===== config.mk =====
export PLATFORM = sky130hd
export DESIGN_NAME = gpt_timer
export DESIGN_NICKNAME = d
export VERILOG_FILES = /design/src/pkg/gpt_pkg.sv /design/src/verilog/gpt_timer.sv /design/src/verilog/gpt_rtc_div.sv
export SDC_FILE = /design/constraint.sdc
export NUM_CORES = 1
export LEC_CHECK = 0
export ABC_CLOCK_PERIOD_IN_PS = 2700
export BUFFER_PORTS_ARGS = -buffer_cell sky130_fd_sc_hd__buf_2
export CAP_MARGIN = 20
export CORE_AREA = 2 2 152 154
export CTS_CLUSTER_SIZE = 25
export DETAILED_ROUTE_END_ITERATION = 8
export DIE_AREA = 0 0 154 156
export GPL_ROUTABILITY_DRIVEN = 0
export PLACE_DENSITY_LB_ADDON = 0.12
export SLEW_MARGIN = 20
export SYNTH_ARGS = -nofsm -noshare
export SYNTH_HDL_FRONTEND = slang
export SYNTH_SLANG_ARGS = --single-unit

===== constraint.sdc =====
create_clock -name mclk -period 2.7 [get_ports mclk]
set_input_delay 0.135 -clock mclk [delete_from_list [all_inputs] [get_ports mclk]]
set_output_delay 0.135 -clock mclk [all_outputs]
set_load 0.05 [all_outputs]

===== src/pkg/gpt_pkg.sv =====
// Package for the general timer module: register map, field layout, resets, timing.
// Assumes a 32-bit AHB-Lite slave with word-aligned registers.
package gpt_pkg;
  localparam logic [7:0]  ADDR_CFG     = 8'h00;
  localparam logic [7:0]  ADDR_AMODE   = 8'h04;
  localparam logic [7:0]  ADDR_BMODE   = 8'h08;
  localparam logic [7:0]  ADDR_CTL     = 8'h0c;
  localparam logic [7:0]  ADDR_IMR     = 8'h18;
  localparam logic [7:0]  ADDR_RIS     = 8'h1c;
  localparam logic [7:0]  ADDR_MIS     = 8'h20;
  localparam logic [7:0]  ADDR_ICR     = 8'h24;
  localparam logic [7:0]  ADDR_AILR    = 8'h28;
  localparam logic [7:0]  ADDR_BILR    = 8'h2c;
  localparam logic [7:0]  ADDR_AMATCH  = 8'h30;
  localparam logic [7:0]  ADDR_APR     = 8'h38;
  localparam logic [7:0]  ADDR_BPR     = 8'h3c;
  localparam logic [7:0]  ADDR_ACOUNT  = 8'h48;
  localparam logic [7:0]  ADDR_BCOUNT  = 8'h4c;

  localparam logic [2:0]  CFG_32_TIMER = 3'h0;
  localparam logic [2:0]  CFG_32_RTC   = 3'h1;
  localparam logic [2:0]  CFG_16_SPLIT = 3'h4;

  localparam logic [1:0]  MODE_ONESHOT = 2'h1;
  localparam logic [1:0]  MODE_PERIODIC = 2'h2;

  // Control register bit positions
  localparam int CTL_AEN    = 0;
  localparam int CTL_ASTALL = 1;
  localparam int CTL_CLOCK_MODE_ENABLE  = 4;
  localparam int CTL_AOTE   = 5;
  localparam int CTL_BEN    = 8;
  localparam int CTL_BSTALL = 9;
  localparam int CTL_W      = 10;

  // Status bit positions
  localparam int IRQ_ATO  = 0;
  localparam int IRQ_RTC  = 3;
  localparam int IRQ_W    = 4;

  localparam logic [15:0] HALF_RESET   = 16'hffff;
  localparam logic [7:0]  PRESC_RESET  = 8'h00;
  localparam logic [31:0] RTC_FIRST    = 32'h0000_0001;
  localparam logic [31:0] ZERO32       = 32'h0000_0000;

  localparam int          SYS_CLK_HZ   = 200000000;
  localparam int          RTC_IN_HZ    = 32768;
  localparam int          RTC_OUT_HZ   = 1;
  localparam int          RTC_DIV      = RTC_IN_HZ / RTC_OUT_HZ;
endpackage : gpt_pkg


===== src/verilog/gpt_timer.sv =====
// General timer module: 32-bit one-shot/periodic and RTC modes, AHB-Lite slave.
// Assumes one mclk domain; capture pin and debug halt arrive asynchronously.
// Functional notes
// - Two 16-bit halves, joined as 32-bit timer or RTC; split, they are held but not counted.
// - Converter triggers of all timer blocks are ORed outside into one.
// - Reset: inactive, controls cleared, counters and load registers 0xffff.
// - Both prescale registers reset to zero.
// - Config 0 selects 32-bit timer, 1 selects 32-bit RTC.
// - Config 4 selects split 16-bit halves, each configured independently.
// - 32-bit load write fills half A low, half B high.
// - 32-bit count read returns half B high, half A low.
// - Half A mode field alone picks one-shot or periodic; B ignored.
// - Enabled timer counts down, reloads from joined load value after zero.
// - One-shot stops and clears enable at zero; periodic keeps counting.
// - Zero sets raw time-out flag until software clears it.
// - Masked time-out flag follows raw when unmasked.
// - Converter trigger pulses at zero only when trigger enable set.
// - Rewriting the load value while running loads it next cycle.
// - Stall bit freezes timer counting during debug halt; RTC counting never stalls.
// - RTC counts up, loaded with one at first selection; reloads via match.
// - RTC input is 32.768 kHz on even capture pin, divided to 1 Hz.
// - RTC rolls to zero on match, counts until reset or disable.
// - RTC match sets raw flag, and masked flag when unmasked; clear bit clears both.
// - RTC enable overrides debug stall bits.
//
// The AHB-Lite slave port and the register offsets are this design's own decisions.
`timescale 1ns/1ps
module gpt_timer
  import gpt_pkg::*;
(
  input  wire logic        mclk,
  input  wire logic        arst_n,
  input  wire logic        hsel,
  input  wire logic [31:0] haddr,
  input  wire logic [1:0]  htrans,
  input  wire logic        hwrite,
  input  wire logic [2:0]  hsize,
  input  wire logic [31:0] hwdata,
  input  wire logic        hready,
  output logic      [31:0] hrdata,
  output logic             hreadyout,
  output logic             hresp,
  input  wire logic        capture_compare_pin,
  input  wire logic        debug_halt,
  output logic             conv_trigger
);
  typedef enum logic [1:0] {
    GPT_ST_IDLE = 2'b01,
    GPT_ST_RUN  = 2'b10
  } gpt_state_t;

  gpt_state_t  st_reg, st_next;
  logic [2:0]  cfg_reg, cfg_next;
  logic [1:0]  amode_reg, amode_next;
  logic [1:0]  bmode_reg, bmode_next;
  logic [CTL_W-1:0] ctl_reg, ctl_next;
  logic [IRQ_W-1:0] imr_reg, imr_next;
  logic [IRQ_W-1:0] ris_reg, ris_next;
  logic [15:0] ailr_reg, ailr_next;
  logic [15:0] bilr_reg, bilr_next;
  logic [31:0] match_reg, match_next;
  logic [7:0]  apr_reg, apr_next;
  logic [7:0]  bpr_reg, bpr_next;
  logic [31:0] cnt_reg, cnt_next;
  logic        rtc_loaded_reg, rtc_loaded_next;
  logic        trig_reg, trig_next;
  logic [31:0] rdata_reg, rdata_next;
  // Bus data-phase capture
  logic        wr_pend_reg, wr_pend_next;
  logic [7:0]  wr_addr_reg, wr_addr_next;
  logic [2:0]  halt_sync_reg;
  logic        halt_reg, halt_next;
  logic        rtc_tick;
  logic        is32, rtc_mode, stall, zero_ev, match_ev, wr_now, rd_now, load_wr;
  logic [31:0] wd;

  function automatic logic hit(input logic [7:0] a, input logic [7:0] off);
    hit = (a == off);
  endfunction : hit

  gpt_rtc_div u_div (
    .mclk   (mclk),
    .arst_n (arst_n),
    .pin_in (capture_compare_pin),
    .run    (rtc_mode && ctl_reg[CTL_AEN]),
    .tick   (rtc_tick)
  );

  always_comb begin
    is32     = (cfg_reg != CFG_16_SPLIT);
    rtc_mode = (cfg_reg == CFG_32_RTC);
    // RTC enable beats the debug stall bits
    stall    = halt_reg && ctl_reg[CTL_ASTALL] && !ctl_reg[CTL_CLOCK_MODE_ENABLE];
    wr_now   = wr_pend_reg;
    wd       = hwdata;
    rd_now   = hsel && hready && htrans[1] && !hwrite;
    load_wr  = wr_now && hit(wr_addr_reg, ADDR_AILR);
    zero_ev  = 1'b0;
    match_ev = 1'b0;
    halt_next = halt_reg;
    if (halt_sync_reg[1] == halt_sync_reg[2]) begin
      halt_next = halt_sync_reg[2];
    end
    wr_pend_next = hsel && hready && htrans[1] && hwrite;
    wr_addr_next = haddr[7:0];

    cfg_next   = cfg_reg;
    amode_next = amode_reg;
    bmode_next = bmode_reg;
    ctl_next   = ctl_reg;
    imr_next   = imr_reg;
    ailr_next  = ailr_reg;
    bilr_next  = bilr_reg;
    match_next = match_reg;
    apr_next   = apr_reg;
    bpr_next   = bpr_reg;
    rtc_loaded_next = rtc_loaded_reg;
    cnt_next   = cnt_reg;
    st_next    = st_reg;
    trig_next  = 1'b0;

    // Counter engine; 16-bit split modes are held only, not counted here
    case (st_reg)
      GPT_ST_IDLE: begin
        if (ctl_reg[CTL_AEN] && is32) begin
          st_next = GPT_ST_RUN;
        end
      end
      GPT_ST_RUN: begin
        if (!ctl_reg[CTL_AEN] || !is32) begin
          st_next = GPT_ST_IDLE;
        end else if (rtc_mode) begin
          if (rtc_tick) begin
            if (cnt_reg == match_reg) begin
              cnt_next = ZERO32;
              match_ev = 1'b1;
            end else begin
              cnt_next = cnt_reg + 32'h0000_0001;
            end
          end
        end else if (!stall) begin
          if (cnt_reg == ZERO32) begin
            zero_ev  = 1'b1;
            cnt_next = {bilr_reg, ailr_reg};
            trig_next = ctl_reg[CTL_AOTE];
            if (amode_reg != MODE_PERIODIC) begin
              ctl_next[CTL_AEN] = 1'b0;
              st_next = GPT_ST_IDLE;
            end
          end else begin
            cnt_next = cnt_reg - 32'h0000_0001;
          end
        end
      end
      default: st_next = GPT_ST_IDLE;
    endcase

    if (!rtc_mode) begin
      rtc_loaded_next = 1'b0;
    end else if (!rtc_loaded_reg) begin
      cnt_next = RTC_FIRST;
      rtc_loaded_next = 1'b1;
    end

    // Register writes (data phase)
    if (wr_now) begin
      case (wr_addr_reg)
        ADDR_CFG:   cfg_next   = wd[2:0];
        ADDR_AMODE: amode_next = wd[1:0];
        ADDR_BMODE: bmode_next = wd[1:0];
        ADDR_CTL:   ctl_next   = wd[CTL_W-1:0];
        ADDR_IMR:   imr_next   = wd[IRQ_W-1:0];
        ADDR_AILR: begin
          ailr_next = wd[15:0];
          if (is32) begin
            bilr_next = wd[31:16];
          end
        end
        ADDR_BILR:   bilr_next  = wd[15:0];
        ADDR_AMATCH: match_next = wd;
        ADDR_APR:    apr_next   = wd[7:0];
        ADDR_BPR:    bpr_next   = wd[7:0];
        default: ;
      endcase
    end
    // New load value takes over the running count next cycle
    if (load_wr && is32 && !rtc_mode && st_reg == GPT_ST_RUN) begin
      cnt_next = is32 ? wd : {cnt_reg[31:16], wd[15:0]};
    end

    // Set wins over the clear in the same cycle
    ris_next = ris_reg;
    if (wr_now && hit(wr_addr_reg, ADDR_ICR)) begin
      ris_next = ris_reg & ~wd[IRQ_W-1:0];
    end
    if (zero_ev) begin
      ris_next[IRQ_ATO] = 1'b1;
    end
    if (match_ev) begin
      ris_next[IRQ_RTC] = 1'b1;
    end

    rdata_next = 32'h0000_0000;
    if (rd_now) begin
      case (haddr[7:0])
        ADDR_CFG:    rdata_next = {29'h0, cfg_reg};
        ADDR_AMODE:  rdata_next = {30'h0, amode_reg};
        ADDR_BMODE:  rdata_next = {30'h0, bmode_reg};
        ADDR_CTL:    rdata_next = {22'h0, ctl_reg};
        ADDR_IMR:    rdata_next = {28'h0, imr_reg};
        ADDR_RIS:    rdata_next = {28'h0, ris_reg};
        ADDR_MIS:    rdata_next = {28'h0, ris_reg & imr_reg};
        ADDR_AILR:   rdata_next = is32 ? {bilr_reg, ailr_reg} : {16'h0, ailr_reg};
        ADDR_BILR:   rdata_next = {16'h0, bilr_reg};
        ADDR_AMATCH: rdata_next = match_reg;
        ADDR_APR:    rdata_next = {24'h0, apr_reg};
        ADDR_BPR:    rdata_next = {24'h0, bpr_reg};
        ADDR_ACOUNT: rdata_next = is32 ? cnt_reg : {16'h0, cnt_reg[15:0]};
        ADDR_BCOUNT: rdata_next = {16'h0, cnt_reg[31:16]};
        default:     rdata_next = 32'h0000_0000;
      endcase
    end
  end

  always_ff @(posedge mclk or negedge arst_n) begin
    if (!arst_n) begin
      st_reg         <= GPT_ST_IDLE;
      cfg_reg        <= CFG_32_TIMER;
      amode_reg      <= 2'h0;
      bmode_reg      <= 2'h0;
      ctl_reg        <= '0;
      imr_reg        <= '0;
      ris_reg        <= '0;
      ailr_reg       <= HALF_RESET;
      bilr_reg       <= HALF_RESET;
      match_reg      <= 32'hffff_ffff;
      apr_reg        <= PRESC_RESET;
      bpr_reg        <= PRESC_RESET;
      cnt_reg        <= {HALF_RESET, HALF_RESET};
      rtc_loaded_reg <= 1'b0;
      trig_reg       <= 1'b0;
      rdata_reg      <= 32'h0000_0000;
      wr_pend_reg    <= 1'b0;
      wr_addr_reg    <= 8'h00;
      halt_sync_reg  <= 3'h0;
      halt_reg       <= 1'b0;
    end else begin
      st_reg         <= st_next;
      cfg_reg        <= cfg_next;
      amode_reg      <= amode_next;
      bmode_reg      <= bmode_next;
      ctl_reg        <= ctl_next;
      imr_reg        <= imr_next;
      ris_reg        <= ris_next;
      ailr_reg       <= ailr_next;
      bilr_reg       <= bilr_next;
      match_reg      <= match_next;
      apr_reg        <= apr_next;
      bpr_reg        <= bpr_next;
      cnt_reg        <= cnt_next;
      rtc_loaded_reg <= rtc_loaded_next;
      trig_reg       <= trig_next;
      rdata_reg      <= rdata_next;
      wr_pend_reg    <= wr_pend_next;
      wr_addr_reg    <= wr_addr_next;
      halt_sync_reg  <= {halt_sync_reg[1:0], debug_halt};
      halt_reg       <= halt_next;
    end
  end

  // Zero-wait slave; OR of triggers across blocks happens at chip level
  assign hrdata       = rdata_reg;
  assign hreadyout    = 1'b1;
  assign hresp        = 1'b0;
  assign conv_trigger = trig_reg;
endmodule : gpt_timer


===== src/verilog/gpt_rtc_div.sv =====
// Divider turning the 32.768 kHz capture pin into a 1 Hz enable.
// Assumes the pin is asynchronous to mclk and far slower than it.
`timescale 1ns/1ps
module gpt_rtc_div
  import gpt_pkg::*;
(
  input  wire logic mclk,
  input  wire logic arst_n,
  input  wire logic pin_in,
  input  wire logic run,
  output logic      tick
);
  logic [2:0]  sync_reg;
  logic [2:0]  sync_next;
  logic        lvl_reg;
  logic        lvl_next;
  logic [15:0] cnt_reg;
  logic [15:0] cnt_next;
  logic        tick_reg;
  logic        tick_next;
  logic        rise;

  always_comb begin
    sync_next = {sync_reg[1:0], pin_in};
    lvl_next  = lvl_reg;
    // Change counts once second and third stages agree
    if (sync_reg[1] == sync_reg[2]) begin
      lvl_next = sync_reg[2];
    end
    rise      = lvl_next & ~lvl_reg;
    cnt_next  = cnt_reg;
    tick_next = 1'b0;
    if (!run) begin
      cnt_next = 16'h0000;
    end else if (rise) begin
      if (cnt_reg == 16'(RTC_DIV - 1)) begin
        cnt_next  = 16'h0000;
        tick_next = 1'b1;
      end else begin
        cnt_next = cnt_reg + 16'h0001;
      end
    end
  end

  always_ff @(posedge mclk or negedge arst_n) begin
    if (!arst_n) begin
      sync_reg <= 3'h0;
      lvl_reg  <= 1'b0;
      cnt_reg  <= 16'h0000;
      tick_reg <= 1'b0;
    end else begin
      sync_reg <= sync_next;
      lvl_reg  <= lvl_next;
      cnt_reg  <= cnt_next;
      tick_reg <= tick_next;
    end
  end

  assign tick = tick_reg;
endmodule : gpt_rtc_div


==> results of run 1 <==
==> worst min-delay path: stages <==
cell and delay, ns:
buf_2 0.18, mux2i_1 0.16, a21oi_1 0.08
==> power by group <==
group	internal (mW)	switching, mW	total (mW)
logic	0.886	1.30	2.18
registers	3.40	0.231	3.64
clock network	2.09	1.30	3.40
total	6.38	2.83	9.21
==> kinds of logic after synthesis <==
| group | Yosys count | share of synthesized area |
|---|---|---|
| other | 2 | 0.000634 |
| muxes | 96 | 0.0896 |
| DFF | 207 | 0.448 |
| adders and majority gates | 6 | 0.00591 |
| xor gates and xnor gates | 58 | 0.0429 |
| AOI/OAI and AO/OA | 335 | 0.189 |
| and+or+nand+nor | 434 | 0.184 |
| buffers and inverters | 118 | 0.0410 |
==> per-stage QoR <==
step / hold WS, ns / cell area [sq um] / total power [mW] / std cells / utilization
after floorplan: -0.161 / 11900 / 4.76 / 1256 / -
after global placement: 0.223 / 13300 / 5.61 / 1655 / 0.594
after detailed placement: 0.222 / 13300 / 5.64 / 1655 / 0.594
after CTS: 0.00725 / 14600 / 9.10 / 1741 / 0.651
after global routing: 0.0234 / 14800 / 9.52 / 1751 / 0.661
final: 0.0278 / 14800 / 9.21 / 1751 / 0.661
==> path summary, 6_finish.rpt <==
| check | slack [ns] | to | from | cells after the start |
|---|---|---|---|---|
| max | -0.07 | cnt_reg[18] | cnt_reg[6] | 9 |
| min | 0.03 | bilr_reg[6] | hwdata[6] | 3 |
| max reg2reg | -0.07 | cnt_reg[18] | cnt_reg[6] | 9 |
| min reg2reg | 0.35 | u_div.sync_reg[1] | u_div.sync_reg[0] | 0 |
| max in group asynchronous | 1.69 | match_reg[25] | arst_n | 3 |
| min in group asynchronous | 0.21 | apr_reg[4] | arst_n | 2 |
==> cell type report <==
| cell class | count | area, sq um | area share |
|---|---|---|---|
| sequential | 207 | 5300 | 0.358 |
| timing repair buffer | 266 | 1980 | 0.134 |
| multi-input combinational | 931 | 6260 | 0.423 |
| inverter | 18 | 67.6 | 0.00457 |
| tap | 285 | 357 | 0.0241 |
| clock inverter | 6 | 116 | 0.00787 |
| clock buffer | 38 | 713 | 0.0482 |
==> synthesized netlist by cell type, types with 6 or more instances <==
master / instances / area (sq um)
nor3_1: 31 / 155
nor4_1: 30 / 188
o22ai_1: 6 / 37.5
nand4_1: 22 / 138
mux2i_1: 16 / 160
dfrtp_1: 110 / 2750
or4_1: 11 / 82.6
xor2_1: 39 / 342
and3_1: 6 / 37.5
a21o_1: 9 / 67.6
buf_2: 15 / 75.1
nand2_1: 99 / 372
a211oi_1: 8 / 60.1
a22oi_1: 52 / 390
a21oi_1: 88 / 440
a222oi_1: 7 / 70.1
o211ai_1: 7 / 52.6
o31ai_1: 11 / 82.6
and2_1: 6 / 37.5
o221ai_1: 7 / 61.3
nor2_1: 127 / 477
o21ai_0: 55 / 275
nand3b_1: 6 / 45.0
a221oi_1: 12 / 105
xnor2_1: 19 / 166
dfstp_2: 97 / 2550
nand3_1: 41 / 205
inv_1: 18 / 67.6
mux2_2: 80 / 901
a31oi_1: 23 / 144
a22o_1: 13 / 114
or3_1: 15 / 93.8
clkbuf_1: 75 / 282
==> metal layers <==
layer / track usage / vias to the layer above / share of wire
met5: 0 / - / 0
met4: 0.230 / 0 / 0.078
met3: 0.0508 / 168 / 0.078
met2: 0.551 / 614 / 0.45
met1: 0.441 / 5621 / 0.40
li1: - / 5046 / -
==> repair_timing <==
| action | in CTS | in global routing |
|---|---|---|
| endpoints found under the setup margin | 17 | 29 |
| resized for setup | 4 | 34 |
| cloned | 0 | 1 |
| endpoints found under the hold margin | 107 | 0 |
| hold buffers | 42 | 0 |
| buffers inserted | 0 | 9 |
| pin swaps | 0 | 8 |
==> reports/summary.md, run 1 <==
### Timing
- **worst-case setup margin in the final layout** -0.0703 ns
- **worst slew slack as a fraction of its limit** 0.466
- **actual slew at the worst max-slew pin** 0.798 ns
- **final number of max-transition violations** 0
- **ratio of final minimum period to clock period** 1.03
- **final hold viol count** 0
- **unrepaired setup endpoints after global routing** yes
- **aggregate negative setup slack** -0.181 ns
- **shortest clock period the worst path allows after layout** 2.77 ns
- **worst setup skew after layout** 0.00814 ns
- **highest attainable clock frequency** 0.361 GHz
- **count of final setup violators** 4

### Synthesis
- **synthesized netlist net count** 1336
- **Ys Warns** 0
- **flip-flop and latch count after synthesis** 207
- **netlist area before placement** 0.0118 sq mm
- **count of cell types in the netlist** 76
- **most used flip-flop cell after synthesis** dfrtp_1
- **Synth async-reset ratio** 1.00
- **synthesized instance count** 1256
- **synthesized area divided by synthesized cell count** 9.43 sq um
- **sequential element share of the synthesized area** 0.448
- **number of flops mapped to enable cells by yosys** 0

### Cells and area
- **final net count** 1528
- **fillcell total** 1803
- **layout-stage area growth over the synthesis result** 24.9%
- **share of final-layout standard cells stronger than drive strength 1** 0.334
- **antenna diode count** 0
- **leading cell types in the layout, fill and taps excluded** buf_4 (136), nor2_1 (123), dfrtp_1 (110)
- **most common cell after layout, fill and taps aside** buf_4

### Route
- **vias per cell** 6.54
- **routed wirelength normalized by instance count** 23.9 um
- **drt pass-1 iters** 8
- **number of DRC markers after the initial detailed-route iteration** 1072
- **DRC errors left** 0
- **total via count in the routed design** 11400
- **number of nets with antenna violations after detailed routing** 0
- **post-detailed-routing wire length** 41.9 mm

### Die
- **Std-Cell Core Area** 0.0224 sq mm
- **DIE HEIGHT** 156 um
- **die outline width** 154 um
- **initial standard-cell utilization of the core** 0.530
- **standard-cell row count** 55
- **Die ar.** 0.0240 sq mm
- **number of I/O pins** 111

### Global routing
- **antenna violations before repair** 0
- **via count of the first global-routing pass** 11200
- **pin count of the biggest net entering global routing** 76
- **wire length of the first global-routing pass** 64.1 mm
- **All-Layer GR Usage** 0.346
- **residual overflow from global routing** 0

### Setup path
- **critical path's top delay family** simple AND/OR/NAND/NOR gates
- **largest fanout on the critical path** 8
- **Data required, critical path** 3.17 ns
- **Arr. time, crit path** 3.24 ns
- **most repeated library cell on the critical path** buf_4
- **worst path bufs/invs** 2
- **Setup Crit Path Kind** reg2reg
- **CP Capture Type** flip-flop
- **cell at the slowest stage of the critical path** dfstp_2
- **Worst setup SP type** flip-flop
- **delay of the slowest cell on the worst path** 0.59 ns
- **Critical Path, Cell by Cell** buf_4 -> xor2_1 -> nor4_1 -> nand4_1 -> nor4_2 -> buf_4 -> nor3_1 -> a311o_1 -> a32o_1

### Clocking
- **clock latency reported for the late side of the worst-skew pair** 0.54 ns
- **Inserted Clock Buffers** 24
- **clock tree root buffer cell** clkbuf_16
- **Clock Path Buffers** 3
- **clock net sink count** 207
- **total number of H-tree levels** 1
- **TritonCTS clock tree** done
- **CTS clock-pin slew for the worst setup and hold paths** 0.06 ns

### Status
- **violations in the final reports** setup timing
- **outcome** complete, but fails checks

### Job
- **number of max-capacitance violations reported** 0

### Power
- **worst voltage drop across the vdd grid** 510 uV
- **power density over the cells** 623 mW/mm^2
- **P_leak** 6.22 nW

### Placed design
- **total half-perimeter wirelength after legalization and detailed placement** 29.7 mm
- **Port Buffers** 80
- **setup slack after placement** -0.0296 ns

### Hold path
- **worst hold path class** in2reg

Power figures use the tool's default switching activity.
==> run 2, diff against run 1 <==
Settings changed: CORE_AREA 2 2 152 154 to 2 2 195 120, DIE_AREA 0 0 154 156 to 0 0 197 122.
==> reports/summary.md, run 2 (synthesized netlist as in run 1, its figures left out) <==
### Status
- **outcome** complete, but fails checks
- **violations in the final reports** setup timing

### Timing
- **Final Hold Slack** 0.0180 ns
- **final number of max-transition violations** 0
- **actual slew at the worst max-slew pin** 0.696 ns
- **worst setup skew after layout** 0.0265 ns
- **unrepaired setup endpoints after global routing** yes
- **shortest clock period the worst path allows after layout** 2.73 ns
- **worst slew slack as a fraction of its limit** 0.533
- **count of final setup violators** 3
- **worst-case setup margin in the final layout** -0.0284 ns
- **highest attainable clock frequency** 0.367 GHz
- **final hold viol count** 0
- **ratio of final minimum period to clock period** 1.01

### Die
- **Std-Cell Core Area** 0.0225 sq mm
- **initial standard-cell utilization of the core** 0.527
- **number of I/O pins** 111
- **Die ar.** 0.0240 sq mm
- **DIE HEIGHT** 122 um
- **die outline width** 197 um
- **standard-cell row count** 43

### Cells and area
- **antenna diode count** 0
- **share of final-layout standard cells stronger than drive strength 1** 0.338
- **final core area utilization** 0.656
- **sequential cell area** 0.00530 sq mm
- **leading cell types in the layout, fill and taps excluded** buf_4 (145), nor2_1 (121), dfrtp_1 (110)
- **final net count** 1536
- **multi-input gate area in the final layout** 0.00627 sq mm
- **most common cell after layout, fill and taps aside** buf_4
- **layout-stage area growth over the synthesis result** 24.5%
- **fillcell total** 1874

### Global routing
- **layer with the highest usage** met1
- **antenna violations before repair** 1
- **wire length of the first global-routing pass** 65.6 mm
- **pin count of the biggest net entering global routing** 75
- **All-Layer GR Usage** 0.363
- **residual overflow from global routing** 0
- **met2 usage in global routing** 0.474
- **met1 Resource Use GR** 0.537
- **met3 track demand over resource in global routing** 0.158
- **via count of the first global-routing pass** 10900

### Route
- **routed wirelength normalized by instance count** 24.7 um
- **total via count in the routed design** 11600
- **number of nets with antenna violations after detailed routing** 0
- **drt pass-1 iters** 6
- **DRC errors left** 0
- **number of DRC markers after the initial detailed-route iteration** 1654
- **vias per cell** 6.56
- **post-detailed-routing wire length** 43.6 mm

### Power
- **internal power component** 5.90 mW
- **relative contribution of the clock network to total power** 0.328
- **total chip power** 8.75 mW
- **share of total power in sequential cells** 0.411
- **switching power of the nets** 2.86 mW
- **worst voltage drop across the vdd grid** 479 uV
- **power density over the cells** 594 mW/mm^2
- **P_leak** 6.19 nW
- **switch share** 0.326
- **combinational fraction of design power** 0.261

### Setup path
- **worst path bufs/invs** 2
- **Setup Crit Path Kind** reg2reg
- **Arr. time, crit path** 3.13 ns
- **largest fanout on the critical path** 10
- **cell at the slowest stage of the critical path** dfstp_2
- **CP Capture Type** flip-flop
- **delay of the slowest cell on the worst path** 0.46 ns
- **Critical Path, Cell by Cell** or3_4 -> buf_4 -> nor4_4 -> buf_4 -> nand4_1 -> a21o_1 -> a21o_1 -> a22o_1 -> and2_1
- **Worst setup SP type** flip-flop
- **critical path's top delay family** simple AND/OR/NAND/NOR gates
- **Data required, critical path** 3.10 ns

### Clocking
- **clock latency reported for the late side of the worst-skew pair** 0.53 ns
- **clock tree root buffer cell** clkbuf_16
- **CTS clock-pin slew for the worst setup and hold paths** 0.06 ns
- **TritonCTS clock tree** done
- **clock net sink count** 207
- **total number of H-tree levels** 1
- **Clock Path Buffers** 3
- **Inserted Clock Buffers** 21

### Placed design
- **Port Buffers** 80
- **total half-perimeter wirelength after legalization and detailed placement** 30.6 mm

### Hold path
- **worst hold path class** in2reg

### Job
- **number of max-capacitance violations reported** 0

==> run 2: cell count changes in the layout (fill, tap and decap cells not counted), sizes merged <==
| cell | previous run | this run |
|---|---|---|
| clkbuf | 39 | 31 |
| bufinv | 3 | 1 |
| inv | 18 | 19 |
| clkinv | 3 | 6 |
| clkinvlp | 0 | 1 |
| dlygate4sd3 | 42 | 41 |
| buf | 223 | 234 |
==> run 2: final timing paths <==
kind | start | end | slack, ns | depth (start not counted)
worst max-delay path | cnt_reg[11] | st_reg[1] | -0.03 | 9
worst min-delay path | hwdata[1] | cnt_reg[1] | 0.02 | 3
worst max register to register | cnt_reg[11] | st_reg[1] | -0.03 | 9
worst min register to register | u_div.sync_reg[0] | u_div.sync_reg[1] | 0.35 | 0
max in group asynchronous | arst_n | u_div.cnt_reg[9] | 1.65 | 3
min in group asynchronous | arst_n | halt_sync_reg[0] | 0.19 | 2
==> run 2: cell type report <==
type	count	share of cell area
tap	292	0.0248
multi-input combinational	931	0.426
clock buffer	29	0.0390
clock inverter	9	0.00535
sequential	207	0.360
inverter	18	0.00458
timing repair buffer	277	0.141
==> run 2: power groups by stage <==
stage                     Clock [mW]  Combinational [mW]  Sequential, mW
after floorplan                    0                1.23            3.53
after global placement             0                2.02            3.63
after detailed placement           0                2.05            3.64
after CTS                       2.90                2.11            3.59
after global routing            3.05                2.39            3.63
final                           2.87                2.28            3.60
==> run 2: stage by stage <==
step | setup TNS [ns] | instance area, sq um | setup WS, ns | cells
CTS | 0 | 14500 | 0.00463 | 1755
finish | -0.0568 | 14700 | -0.0284 | 1763
floorplan | -0.0211 | 11900 | -0.0188 | 1256
detailed placement | -0.476 | 13400 | -0.125 | 1673
global route | -0.360 | 14700 | -0.0893 | 1763
global placement | -0.115 | 13400 | -0.0527 | 1673
==> run 2: tightest hold or removal path, cell delays in order <==
cell,delay (ns)
buf_2,0.19
nand2_1,0.09
o221ai_1,0.10
==> run 2: routing by layer <==
layer | wire length [um] | part of all wire
met1 | 19100 | 0.44
met2 | 16600 | 0.38
met3 | 6660 | 0.15
met4 | 1330 | 0.030
met5 | 0 | 0
==> run 2: what timing repair did <==
item | 4_1_cts | 5_1_grt
setup buffers | 3 | 7
hold endpoints to repair | 151 | 0
resized for setup | 10 | 34
setup endpoints to repair | 18 | 41
hold buffers | 41 | 0
gates cloned | 0 | 1
pin swaps | 2 | 8
